## config.mk

```make
export PLATFORM = sky130hd
export DESIGN_NAME = adc_seq_top
export DESIGN_NICKNAME = d
export VERILOG_FILES = /design/src/verilog/adc_seq_pkg.sv /design/src/verilog/adc_seq_if.sv /design/src/verilog/adc_conv_seq.sv /design/src/verilog/adc_dma_addr.sv /design/src/verilog/adc_seq_top.sv
export SDC_FILE = /design/constraint.sdc
export NUM_CORES = 1
export LEC_CHECK = 0
export BUFFER_PORTS_ARGS = -buffer_cell sky130_fd_sc_hd__buf_2
export CAP_MARGIN = 10
export CELL_PAD_IN_SITES_DETAIL_PLACEMENT = 1
export CELL_PAD_IN_SITES_GLOBAL_PLACEMENT = 2
export CORE_ASPECT_RATIO = 1.75
export CORE_UTILIZATION = 34
export DETAILED_ROUTE_END_ITERATION = 6
export PLACE_DENSITY = 0.82
export SLEW_MARGIN = 20
export SYNTH_ARGS = -nofsm -noshare
export SYNTH_HDL_FRONTEND = slang
export SYNTH_SLANG_ARGS = --single-unit
export TNS_END_PERCENT = 5
```

## constraint.sdc

```tcl
create_clock -name aclk -period 2.6 [get_ports aclk]
set_clock_uncertainty 0.05 [all_clocks]
set_input_delay 0.13 -clock aclk [delete_from_list [all_inputs] [get_ports aclk]]
set_output_delay 0.13 -clock aclk [all_outputs]
set_load 0.01 [all_outputs]
```

## src/verilog/adc_seq_pkg.sv

```systemverilog
// Notes on behaviour
// - 12-bit mode uses one sample/hold channel only.
// - 10-bit mode samples up to four inputs at once.
// - input selection addresses channels 0 to 31.
// - reference source is a three-bit field, control two 15:13.
// - conversion clock divider is control three bits 7:0.
// - sample/hold channel count is control two bits 9:8.
// - trigger is control one 7:5, sample time control three 12:8.
// - result format is control one bits 9:8.
// - one DMA request each time the flag sets per sequence.
// - control two bits 5:2 set sequences per pointer advance, less one.
// - buffer mode one gives addresses in conversion order.
// - buffer mode zero gives scatter/gather addresses.
// - buffer length code n gives two to the n words.
// - control four bits 15:3 read zero; length resets zero.
// - control one bit 10 selects 12-bit; reset is 10-bit.
package adc_seq_pkg;
  localparam logic [7:0] OFF_CTRL_ONE  = 8'h00;
  localparam logic [7:0] OFF_CTRL_TWO  = 8'h04;
  localparam logic [7:0] OFF_CTRL_THR  = 8'h08;
  localparam logic [7:0] OFF_CTRL_FOUR = 8'h0C;
  localparam logic [7:0] OFF_PIN_LOW   = 8'h10;
  localparam logic [7:0] OFF_PIN_HIGH  = 8'h14;
  localparam logic [7:0] OFF_STATUS    = 8'h18;
  localparam logic [7:0] OFF_SCAN      = 8'h1C;
  localparam int EN_BIT     = 15;
  localparam int BUFMODE_BIT = 12;
  localparam int RES_BIT    = 10;
  localparam int FMT_LSB    = 8;
  localparam int TRIG_LSB   = 5;
  localparam int SAMP_BIT   = 1;
  localparam int VREF_LSB   = 13;
  localparam int CHPS_LSB   = 8;
  localparam int INCR_LSB   = 2;
  localparam int SAMC_LSB   = 8;
  localparam int ADCS_LSB   = 0;
  localparam logic [15:0] CTRL_ONE_RST = 16'h0000;
  localparam logic [15:0] CTRL_TWO_RST = 16'h0000;
  localparam logic [15:0] CTRL_THR_RST = 16'h0000;
  localparam logic [2:0]  LEN_RST      = 3'h0;
  localparam logic [2:0]  TRIG_MANUAL  = 3'h0;
  localparam logic [2:0]  TRIG_AUTO    = 3'h7;
  localparam logic [1:0]  RESP_OKAY    = 2'h0;
  localparam logic [1:0]  RESP_SLVERR  = 2'h2;
  localparam int CONV_TAD   = 12;
  localparam int TAD_W      = 8;
endpackage

```

## src/verilog/adc_seq_if.sv

```systemverilog
`timescale 1ns/1ns
interface adc_seq_if;
  logic       start;
  logic       busy;
  logic       done;
  logic [4:0] chan;
  logic [1:0] slot;
  logic       last;
  modport ctrl (output start, input busy, input done, input chan,
                input slot, input last);
  modport seq  (input start, output busy, output done, output chan,
                output slot, output last);
endinterface

```

## src/verilog/adc_conv_seq.sv

```systemverilog
`timescale 1ns/1ns
module adc_conv_seq
  import adc_seq_pkg::*;
(
  input  wire logic        aclk,
  input  wire logic        aresetn,
  input  wire logic        res12,
  input  wire logic [1:0]  chps,
  input  wire logic [7:0]  adcs,
  input  wire logic [4:0]  samc,
  input  wire logic [4:0]  base_chan,
  adc_seq_if.seq           sq
);
  typedef enum logic [1:0] {S_IDLE, S_SAMPLE, S_CONVERT} seq_state_t;
  seq_state_t  state_q, state_d;
  logic [7:0]  div_q, div_d;
  logic [5:0]  tad_q, tad_d;
  logic [1:0]  slot_q, slot_d;
  logic        done_q, done_d;
  logic        tick;
  logic [1:0]  nslots;
  assign tick = (div_q == adcs);
  // one channel in 12-bit; up to four in 10-bit
  assign nslots = res12 ? 2'h0 : (chps[1] ? 2'h3 : {1'b0, chps[0]});
  always_comb
  begin
    state_d = state_q;
    div_d   = tick ? 8'h00 : div_q + 8'h01;
    tad_d   = tad_q;
    slot_d  = slot_q;
    done_d  = 1'b0;
    unique case (state_q)
      S_IDLE:
      begin
        div_d = 8'h00;
        if (sq.start)
        begin
          state_d = S_SAMPLE;
          tad_d   = 6'h00;
          slot_d  = 2'h0;
        end
      end
      S_SAMPLE:
        if (tick)
        begin
          if (tad_q >= {1'b0, samc})
          begin
            state_d = S_CONVERT;
            tad_d   = 6'h00;
          end
          else
            tad_d = tad_q + 6'h01;
        end
      S_CONVERT:
        if (tick)
        begin
          if (tad_q == 6'(CONV_TAD - 1))
          begin
            tad_d = 6'h00;
            if (slot_q == nslots)
            begin
              state_d = S_IDLE;
              done_d  = 1'b1;
            end
            else
              slot_d = slot_q + 2'h1;
          end
          else
            tad_d = tad_q + 6'h01;
        end
    endcase
  end
  always_ff @(posedge aclk)
    if (!aresetn)
    begin
      state_q <= S_IDLE;
      div_q   <= 8'h00;
      tad_q   <= 6'h00;
      slot_q  <= 2'h0;
      done_q  <= 1'b0;
    end
    else
    begin
      state_q <= state_d;
      div_q   <= div_d;
      tad_q   <= tad_d;
      slot_q  <= slot_d;
      done_q  <= done_d;
    end
  assign sq.busy = (state_q != S_IDLE);
  assign sq.done = done_q;
  assign sq.slot = slot_q;
  assign sq.chan = base_chan + {3'h0, slot_q};
  assign sq.last = (slot_q == nslots);
endmodule

```

## src/verilog/adc_dma_addr.sv

```systemverilog
`timescale 1ns/1ns
module adc_dma_addr
  import adc_seq_pkg::*;
#(
  parameter int ADDR_W = 12
)
(
  input  wire logic              aclk,
  input  wire logic              aresetn,
  input  wire logic              clear,
  input  wire logic              conv_done,
  input  wire logic              seq_done,
  input  wire logic [4:0]        chan,
  input  wire logic              order_mode,
  input  wire logic [2:0]        len_code,
  input  wire logic [3:0]        incr_rate,
  output logic [ADDR_W-1:0]      addr
);
  if (ADDR_W < 12)
  begin : g_bad_width
    $error("ADDR_W too small for 32 inputs of 128 words");
  end
  logic [ADDR_W-1:0] seq_q, seq_d;
  logic [6:0]        ptr_q, ptr_d;
  logic [3:0]        cnt_q, cnt_d;
  logic [6:0]        mask;
  assign mask = 7'((8'h01 << len_code) - 8'h01);
  always_comb
  begin
    seq_d = seq_q;
    ptr_d = ptr_q;
    cnt_d = cnt_q;
    if (clear)
    begin
      seq_d = '0;
      ptr_d = 7'h00;
      cnt_d = 4'h0;
    end
    else
    begin
      if (conv_done)
        seq_d = seq_q + ADDR_W'(1);
      if (seq_done)
      begin
        if (cnt_q == incr_rate)
        begin
          cnt_d = 4'h0;
          ptr_d = (ptr_q + 7'h01) & mask;
        end
        else
          cnt_d = cnt_q + 4'h1;
      end
    end
  end
  always_ff @(posedge aclk)
    if (!aresetn)
    begin
      seq_q <= '0;
      ptr_q <= 7'h00;
      cnt_q <= 4'h0;
    end
    else
    begin
      seq_q <= seq_d;
      ptr_q <= ptr_d;
      cnt_q <= cnt_d;
    end
  assign addr = order_mode ? seq_q
              : ADDR_W'(({7'h00, chan} << len_code) | {5'h00, ptr_q & mask});
endmodule

```

## src/verilog/adc_seq_top.sv

```systemverilog
`timescale 1ns/1ns
module adc_seq_top
  import adc_seq_pkg::*;
#(
  parameter int ADDR_W = 12
)
(
  input  wire logic              aclk,
  input  wire logic              aresetn,
  input  wire logic [7:0]        s_axi_awaddr,
  input  wire logic              s_axi_awvalid,
  output logic                   s_axi_awready,
  input  wire logic [31:0]       s_axi_wdata,
  input  wire logic [3:0]        s_axi_wstrb,
  input  wire logic              s_axi_wvalid,
  output logic                   s_axi_wready,
  output logic [1:0]             s_axi_bresp,
  output logic                   s_axi_bvalid,
  input  wire logic              s_axi_bready,
  input  wire logic [7:0]        s_axi_araddr,
  input  wire logic              s_axi_arvalid,
  output logic                   s_axi_arready,
  output logic [31:0]            s_axi_rdata,
  output logic [1:0]             s_axi_rresp,
  output logic                   s_axi_rvalid,
  input  wire logic              s_axi_rready,
  input  wire logic              ext_trigger,
  output logic                   dma_request,
  output logic [ADDR_W-1:0]      dma_addr,
  output logic [4:0]             sample_chan,
  output logic                   sample_hold,
  output logic [2:0]             vref_select,
  output logic [1:0]             result_format,
  output logic                   resolution_select,
  output logic [31:0]            analog_pin_mask
);
  logic [15:0] ctrl1_q, ctrl1_d;
  logic [15:0] ctrl2_q, ctrl2_d;
  logic [15:0] ctrl3_q, ctrl3_d;
  logic [2:0]  len_q, len_d;
  logic [15:0] pinl_q, pinl_d;
  logic [15:0] pinh_q, pinh_d;
  logic [4:0]  scan_q, scan_d;
  logic        flag_q, flag_d;
  logic        aw_q, aw_d, w_q, w_d;
  logic [7:0]  awa_q, awa_d;
  logic [31:0] wd_q, wd_d;
  logic [3:0]  ws_q, ws_d;
  logic        bv_q, bv_d;
  logic [1:0]  br_q, br_d;
  logic        rv_q, rv_d;
  logic [31:0] rd_q, rd_d;
  logic [1:0]  rr_q, rr_d;
  logic        req_q, req_d;
  logic [ADDR_W-1:0] addr_q;
  logic [4:0]  chan_q;
  logic        hold_q;
  logic [2:0]  trg_s;
  logic        trg_prev_q;
  logic        start;
  logic        wr_fire;
  logic [31:0] rword;
  logic        rhit;
  logic [ADDR_W-1:0] addr_w;
  adc_seq_if   sq();

  adc_conv_seq u_seq (
    .aclk      (aclk),
    .aresetn   (aresetn),
    .res12     (ctrl1_q[RES_BIT]),
    .chps      (ctrl2_q[CHPS_LSB+1:CHPS_LSB]),
    .adcs      (ctrl3_q[ADCS_LSB+7:ADCS_LSB]),
    .samc      (ctrl3_q[SAMC_LSB+4:SAMC_LSB]),
    .base_chan (scan_q),
    .sq        (sq.seq)
  );

  adc_dma_addr #(.ADDR_W(ADDR_W)) u_addr (
    .aclk       (aclk),
    .aresetn    (aresetn),
    .clear      (!ctrl1_q[EN_BIT]),
    // one step per stored result: slot advance or sequence end
    .conv_done  (sq.done || (sq.busy && hold_q && sq.chan != chan_q)),
    .seq_done   (sq.done),
    .chan       (sq.chan),
    .order_mode (ctrl1_q[BUFMODE_BIT]),
    .len_code   (len_q),
    .incr_rate  (ctrl2_q[INCR_LSB+3:INCR_LSB]),
    .addr       (addr_w)
  );

  // external trigger synchroniser, second and third stages compared
  always_ff @(posedge aclk)
    if (!aresetn)
    begin
      trg_s      <= 3'h0;
      trg_prev_q <= 1'b0;
    end
    else
    begin
      trg_s <= {trg_s[1:0], ext_trigger};
      if (trg_s[1] == trg_s[2])
        trg_prev_q <= trg_s[2];
    end

  always_comb
  begin
    start = 1'b0;
    if (ctrl1_q[EN_BIT] && !sq.busy)
      unique case (ctrl1_q[TRIG_LSB+2:TRIG_LSB])
        TRIG_MANUAL: start = ctrl1_q[SAMP_BIT];
        TRIG_AUTO:   start = 1'b1;
        default:     start = (trg_s[1] == trg_s[2]) && trg_s[2]
                             && !trg_prev_q;
      endcase
  end
  assign sq.start = start;

  assign wr_fire = aw_q && w_q && !bv_q;

  function automatic logic [15:0] merge(input logic [15:0] old,
                                        input logic [31:0] wd,
                                        input logic [3:0]  st);
    merge = {st[1] ? wd[15:8] : old[15:8], st[0] ? wd[7:0] : old[7:0]};
  endfunction

  always_comb
  begin
    rhit = 1'b1;
    unique case (s_axi_araddr)
      OFF_CTRL_ONE:  rword = {16'h0000, ctrl1_q};
      OFF_CTRL_TWO:  rword = {16'h0000, ctrl2_q};
      OFF_CTRL_THR:  rword = {16'h0000, ctrl3_q};
      OFF_CTRL_FOUR: rword = {29'h0, len_q};
      OFF_PIN_LOW:   rword = {16'h0000, pinl_q};
      OFF_PIN_HIGH:  rword = {16'h0000, pinh_q};
      OFF_STATUS:    rword = {30'h0, sq.busy, flag_q};
      OFF_SCAN:      rword = {27'h0, scan_q};
      default:
      begin
        rword = 32'h0000_0000;
        rhit  = 1'b0;
      end
    endcase
  end

  always_comb
  begin
    ctrl1_d = ctrl1_q;
    ctrl2_d = ctrl2_q;
    ctrl3_d = ctrl3_q;
    len_d   = len_q;
    pinl_d  = pinl_q;
    pinh_d  = pinh_q;
    scan_d  = scan_q;
    flag_d  = flag_q;
    aw_d    = aw_q || s_axi_awvalid;
    awa_d   = (s_axi_awvalid && !aw_q) ? s_axi_awaddr : awa_q;
    w_d     = w_q || s_axi_wvalid;
    wd_d    = (s_axi_wvalid && !w_q) ? s_axi_wdata : wd_q;
    ws_d    = (s_axi_wvalid && !w_q) ? s_axi_wstrb : ws_q;
    bv_d    = bv_q && !s_axi_bready;
    br_d    = br_q;
    rv_d    = rv_q && !s_axi_rready;
    rd_d    = rd_q;
    rr_d    = rr_q;
    req_d   = 1'b0;
    if (start && ctrl1_q[TRIG_LSB+2:TRIG_LSB] == TRIG_MANUAL)
      ctrl1_d[SAMP_BIT] = 1'b0;
    if (wr_fire)
    begin
      aw_d = 1'b0;
      w_d  = 1'b0;
      bv_d = 1'b1;
      br_d = RESP_OKAY;
      unique case (awa_q)
        OFF_CTRL_ONE:
        begin
          ctrl1_d = merge(ctrl1_q, wd_q, ws_q);
          if (ctrl1_q[EN_BIT])
            ctrl1_d[RES_BIT] = ctrl1_q[RES_BIT];
        end
        OFF_CTRL_TWO:  ctrl2_d = merge(ctrl2_q, wd_q, ws_q);
        OFF_CTRL_THR:  ctrl3_d = merge(ctrl3_q, wd_q, ws_q);
        OFF_CTRL_FOUR: if (ws_q[0]) len_d = wd_q[2:0];
        OFF_PIN_LOW:   pinl_d = merge(pinl_q, wd_q, ws_q);
        OFF_PIN_HIGH:  pinh_d = merge(pinh_q, wd_q, ws_q);
        OFF_STATUS:    if (ws_q[0] && !wd_q[0]) flag_d = 1'b0;
        OFF_SCAN:      if (ws_q[0]) scan_d = wd_q[4:0];
        default:       br_d = RESP_SLVERR;
      endcase
    end
    // flag set wins over clear, one request per sequence
    if (sq.done)
    begin
      flag_d = 1'b1;
      req_d  = 1'b1;
    end
    if (s_axi_arvalid && !rv_q)
    begin
      rv_d = 1'b1;
      rd_d = rword;
      rr_d = rhit ? RESP_OKAY : RESP_SLVERR;
    end
  end

  always_ff @(posedge aclk)
    if (!aresetn)
    begin
      ctrl1_q <= CTRL_ONE_RST;
      ctrl2_q <= CTRL_TWO_RST;
      ctrl3_q <= CTRL_THR_RST;
      len_q   <= LEN_RST;
      pinl_q  <= 16'h0000;
      pinh_q  <= 16'h0000;
      scan_q  <= 5'h00;
      flag_q  <= 1'b0;
      aw_q    <= 1'b0;
      awa_q   <= 8'h00;
      w_q     <= 1'b0;
      wd_q    <= 32'h0000_0000;
      ws_q    <= 4'h0;
      bv_q    <= 1'b0;
      br_q    <= RESP_OKAY;
      rv_q    <= 1'b0;
      rd_q    <= 32'h0000_0000;
      rr_q    <= RESP_OKAY;
      req_q   <= 1'b0;
      addr_q  <= '0;
      chan_q  <= 5'h00;
      hold_q  <= 1'b0;
    end
    else
    begin
      ctrl1_q <= ctrl1_d;
      ctrl2_q <= ctrl2_d;
      ctrl3_q <= ctrl3_d;
      len_q   <= len_d;
      pinl_q  <= pinl_d;
      pinh_q  <= pinh_d;
      scan_q  <= scan_d;
      flag_q  <= flag_d;
      aw_q    <= aw_d;
      awa_q   <= awa_d;
      w_q     <= w_d;
      wd_q    <= wd_d;
      ws_q    <= ws_d;
      bv_q    <= bv_d;
      br_q    <= br_d;
      rv_q    <= rv_d;
      rd_q    <= rd_d;
      rr_q    <= rr_d;
      req_q   <= req_d;
      addr_q  <= addr_w;
      chan_q  <= sq.chan;
      hold_q  <= sq.busy;
    end

  assign s_axi_awready     = !aw_q;
  assign s_axi_wready      = !w_q;
  assign s_axi_bvalid      = bv_q;
  assign s_axi_bresp       = br_q;
  assign s_axi_arready     = !rv_q;
  assign s_axi_rvalid      = rv_q;
  assign s_axi_rdata       = rd_q;
  assign s_axi_rresp       = rr_q;
  assign dma_request       = req_q;
  assign dma_addr          = addr_q;
  assign sample_chan       = chan_q;
  assign sample_hold       = hold_q;
  assign vref_select       = ctrl2_q[VREF_LSB+2:VREF_LSB];
  assign result_format     = ctrl1_q[FMT_LSB+1:FMT_LSB];
  assign resolution_select = ctrl1_q[RES_BIT];
  assign analog_pin_mask   = {pinh_q, pinl_q};
endmodule
```

Word level (Yosys, flattened, before mapping)
Index checks and enable logic that the tools add are counted.

Add/sub/neg operators: 8. $lt $le $gt $ge: 1. Equal/unequal tests: 31. Shift operators: 2. Multiplexer cells: 40. Bitwise gates (word level): 5. Reduce and logical (&&, ||, !) cells: 59.

Operator list (count): $pmux 16 s8 (1); $eq 8x5->1 const B (8); $reduce_and 3->1 (14); $mux 2 (17); $eq 8x4->1 const B (4); $mux 6 (5); $pmux 6 s3 (1); $eq 8x3->1 const B (2); $logic_not 8->1 (2); $reduce_or 8->1 (2); $and 7x7->7 (2); $logic_and 1x1->1 (14); $add 12x1->12 const B (1); $mux 12 (1); $or 12x7->12 (1); $shl 5x3->12 (1); $mux 1 (11); $reduce_bool 2->1 (5); $logic_not 1->1 (9); $add 8x1->8 const B (1); $eq 8x8->1 (1); $ne 2x1->1 const B (4); $reduce_and 4->1 (2); $add 7x1->7 const B (1); 30 further kinds (36).

Register bits: 220. Bits of input ports: 60. Output and inout port bits: 98. Word-level logic and storage cells: 185.

Longest topological paths before layout
Depth in word-level cells: 9. Depth in mapped cells: 9. Mapped depth without buffers: 8.

Modules after synthesis
Synthesis repeated with hierarchy kept, for this count alone.

Cells, all modules: 1033. Area total of the unflattened synthesis: 9285.2 µm².

Modules (own cells, without submodules): adc_seq_top (times used 1, cells an instance 686, area an instance 6487.5 µm², sequential area each 3203.1 µm²); adc_dma_addr (times used 1, cells an instance 198, area an instance 1550.2 µm², sequential area each 460.4 µm²); adc_conv_seq (times used 1, cells an instance 149, area an instance 1247.4 µm², sequential area each 380.4 µm²).

Least setup slack after synthesis
Ideal clock, no wire load.

Kind: register to register. Start: register u_seq.slot_q[0], in the netlist u_seq.sq.slot[0]. End: register u_addr.seq_q[8]. Setup time: 74 ps. Data arrival time: 2190 ps. Data required time: 2476 ps. Slack: 286 ps. Stages on the path, launching flop included: 9. Path buffers: 0. Period minus slack after synthesis: 2314 ps. Path through: dfxtp_1 > ha_1 > fa_1 > nand3_1 > xor3_1 > nand3_4 > o2111ai_4 > or4_1 > o21ai_0.

Word-level cells in the longest chain between the ends: 4.

RTL lines: from (decl) (RTL line adc_conv_seq.sv:18) `logic [1:0] slot_q, slot_d;`; from (signal assigned) (RTL line adc_conv_seq.sv:87) `slot_q <= slot_d;`; $add 5x2->5 (RTL line adc_conv_seq.sv:93) `assign sq.chan = base_chan + {3'h0, slot_q};`; $ne 5x5->1 (RTL line adc_seq_top.sv:83) `.conv_done (sq.done || (sq.busy && hold_q && sq.chan != chan_q)),`; $logic_and 1x1->1 (RTL line adc_seq_top.sv:83); $logic_or 1x1->1 (RTL line adc_seq_top.sv:83); to (signal assigned) (RTL line adc_dma_addr.sv:64) `seq_q <= seq_d;`; to (decl) (RTL line adc_dma_addr.sv:23) `logic [ADDR_W-1:0] seq_q, seq_d;`.

No other way between the ends. A chain may end at the register's enable or synchronous reset.

Worst setup path in the final report
Start: register scan_q[0]. End: register u_addr.seq_q[7].

Word-level cells in the longest chain between the ends: 4.

RTL lines: from (decl) (RTL line adc_seq_top.sv:43) `logic [4:0] scan_q, scan_d;`; from (signal assigned) (RTL line adc_seq_top.sv:241) `scan_q <= scan_d;`; $add 5x2->5 (RTL line adc_conv_seq.sv:93); named net sq.chan[1] (RTL line adc_seq_if.sv:6) `logic [4:0] chan;`; $ne 5x5->1 (RTL line adc_seq_top.sv:83); $logic_and 1x1->1 (RTL line adc_seq_top.sv:83); $logic_or 1x1->1 (RTL line adc_seq_top.sv:83).

The timed path passes the listed nets, and every way through them passes these cells.

==> flow_summary.ini <==
[run_status]
status = complete, no violations

[timing]
whs_ps = 53.0
period_minus_slack_ps = 2490
setup_viol = 0
fmax_mhz = 402
relSlewSlack_pct = 48.5
finalHoldViolations = 0
fin_setup_tns_ps = 0
worstMarginPinSlew_ps = 771
fin_crit_sh_pct = 95.8
drv_slew = 0

[die]
die_area_um2 = 28100
io_pins = 158
die_h_um = 221
start_util_pct = 34.8
core-area_um2 = 26800
fp.dieW_um = 127
num_rows = 79

[detailed_routing]
drtAntennaViolNets = 0
wire_per_inst_um = 18.6
num_vias = 8096
drc_errors = 0
via_per_inst = 5.10
routed_wl_um = 29400
drt_iter0_drc = 217
dr.pass1.iters = 4

[synth]
yosysTopAreaCell = dfxtp_1
netlist_area_um2 = 9330
yosysSeqAreaShare_pct = 43.3
synth_flop_cell = dfxtp_1
synth-seq-cells = 202
synth_cells = 1060
synth-edff-count = 0
async_flop_share_pct = 0
synth_area_leaders = dfxtp_1 43%, mux2i_1 10%, nor2_1 5.8%, a21oi_1 4.8%, nand2_1 4.6%
ys_types = 75
yosys.area.top_type_share_pct = 43.3
yosysWarnings = 0
avgSynthCellArea_um2 = 8.80

[cts]
cts_root_buf = clkbuf_16
h-tree-depth = 1
numCtsBuffers = 21
cts_tree = done
clk_pin_slew_ps = 70
insertion_delay_ps = 500
clock_sinks = 202
clock_path_buffers = 3

[pwr]
powerDensity_nw_per_um2 = 600
p_total_mw = 6.83
vdd_drop_max_uv = 400
p_leak_nw = 4.80

[worst_setup_path]
cp_cell_sequence = ha_1 -> fa_2 -> xor2_2 -> nor3_2 -> nand3_4 -> o2111ai_4 -> buf_4 -> or3_1 -> a21oi_1
worstPathArrival_ps = 2870
crit_fanout = 7
critPathLaunchType = register
worstPathRequired_ps = 2980
crit_slowest_cell = fa_2
end_kind = register
worst-setup-path-type = register to register
max_stage_delay_ps = 600

[place]
io_buffers = 121
hpwlAfterDp_um = 21300
gp_congestion = 0.781
dp_cells = 1514

[final_layout]
drive_above_1_share_pct = 18.2
diodes = 0
fin_nets = 1286
fin_cells = 1587
area_delta_synth_final_pct = 22.0

[run]
timing.max_cap.violations = 0

[global_route]
grt_util_all_layers_pct = 20.9
grt_start_max_net_pins = 51
grt_pass1_vias = 8523
grt_pass1_wl_um = 46200
antenna_found_initial = 0
grt_overflow = 0

[min_path]
hp-class = input port to register
[Yosys cell counts, drive strengths merged (3+ instances only)]
library cell and number:
a211oi 5, a21oi 89, a221oi 4, a22oi 28
a31oi 5, and2 13, and3 13, buf 36
clkbuf 45, dfxtp 202, ha 16, inv 22
mux2 6, mux2i 95, mux4 3, nand2 116
nand2b 7, nand3 31, nand3b 4, nand4 4
nor2 144, nor2b 12, nor3 14, nor3b 3
nor4 6, o211ai 3, o21ai 47, o31ai 3
o41ai 3, or3 4, xnor2 13, xor2 22
[sequential cells by signal, indices dropped and copies added, names as in the netlist, 2 cells and up]
register       count
ctrl1_q           16
ctrl2_q           16
ctrl3_q           16
pinh_q            16
pinl_q            16
s_axi_rdata       16
wd_q              16
dma_addr          12
u_addr.seq_q      12
awa_q              8
u_seq.div_q        8
u_addr.ptr_q       7
u_seq.tad_q        6
sample_chan        5
scan_q             5
u_addr.cnt_q       4
len_q              3
trg_s              3
u_seq.sq.slot      2
u_seq.state_q      2
ws_q               2
[what timing repair did]
action | in CTS | in global routing
endpoints found under the setup margin | 0 | 8
resized for setup | 0 | 4
hold buffers | 33 | 0
setup buffers | 0 | 3
endpoints found under the hold margin | 32 | 0
[logic make-up after synthesis]
kind of cell               count (synthesis)  synth area share [%]
AOI/OAI and AO/OA                        211                  13.9
xor gates and xnor gates                  37                  3.86
adders and majority gates                 17                  2.36
buffers and inverters                    104                  5.26
DFF                                      202                  43.3
muxes                                    104                  11.6
other                                      1                0.0402
and+or+nand+nor                          384                  19.7
[layout by cell type, fill, tap and decap left out, types with 13 or more instances in the layout]
| master | count |
|---|---|
| and3_1 | 13 |
| and2_1 | 13 |
| nand2_1 | 115 |
| ha_1 | 16 |
| o21ai_0 | 47 |
| xor2_1 | 20 |
| dfxtp_1 | 201 |
| xnor2_1 | 13 |
| nor2_1 | 144 |
| conb_1 | 18 |
| dlygate4sd3_1 | 33 |
| nand3_1 | 28 |
| inv_1 | 22 |
| a22oi_1 | 28 |
| a21oi_1 | 89 |
| buf_2 | 121 |
| mux2i_1 | 95 |
| clkbuf_16 | 21 |
| buf_4 | 35 |
[worst max-delay path, delay by kind of cell (launching register included)]
family,cells,cell delay (ps)
AO/OA/AOI/OAI,2,320
XOR/XNOR,1,160
adder cells (fa/ha/maj),2,840
buffers and inverters,1,180
flip-flops,1,340
AND/OR/NAND/NOR,3,530
[cell type report]
| cell class | instances | area (um2) |
|---|---|---|
| clock buffers | 30 | 609 |
| clock inverters | 7 | 90.1 |
| fillers | 3197 | 15400 |
| inverters | 23 | 88.8 |
| multi-input cells | 771 | 4880 |
| flip-flops and latches | 202 | 4050 |
| well taps | 364 | 455 |
| repair buffers | 190 | 1220 |
[report_power, final]
part / switching [mW] / internal [mW] / leakage [nW]
Combinational: 0.308 / 0.201 / 2.82
Sequential: 0.0700 / 3.15 / 1.63
Clock: 1.28 / 1.83 / 0.340
[path summary, 6_finish.rpt]
path,end,cells past startpoint,slack (ps),startpoint
setup / recovery,u_addr.seq_q[7],9,110,scan_q[0]
hold / removal,s_axi_rresp[1],4,50,s_axi_araddr[7]
setup reg to reg,u_addr.seq_q[7],9,110,scan_q[0]
hold reg to reg,trg_s[1],1,390,trg_s[0]
[through the flow]
| stage | util (%) | cell area (um2) | worst slack (ps) |
|---|---|---|---|
| after detailed placement | 38.5 | 10300 | 35.3 |
| after global routing | 42.5 | 11400 | -7.13 |
| after CTS | 42.4 | 11300 | 26.7 |
| after global placement | 38.5 | 10300 | 127 |
| final | 42.5 | 11400 | 110 |
| after floorplan | - | 9400 | 286 |
[layer usage]
metal | share of wire [%] | up-vias | GRT usage [%]
li1 | - | 3933 | -
met1 | 39 | 3963 | 22.5
met2 | 56 | 156 | 42.2
met3 | 2.5 | 44 | 1.76
met4 | 2.2 | 0 | 5.95
met5 | 0 | - | 0
Note: power is estimated with default switching activity, not from simulation.
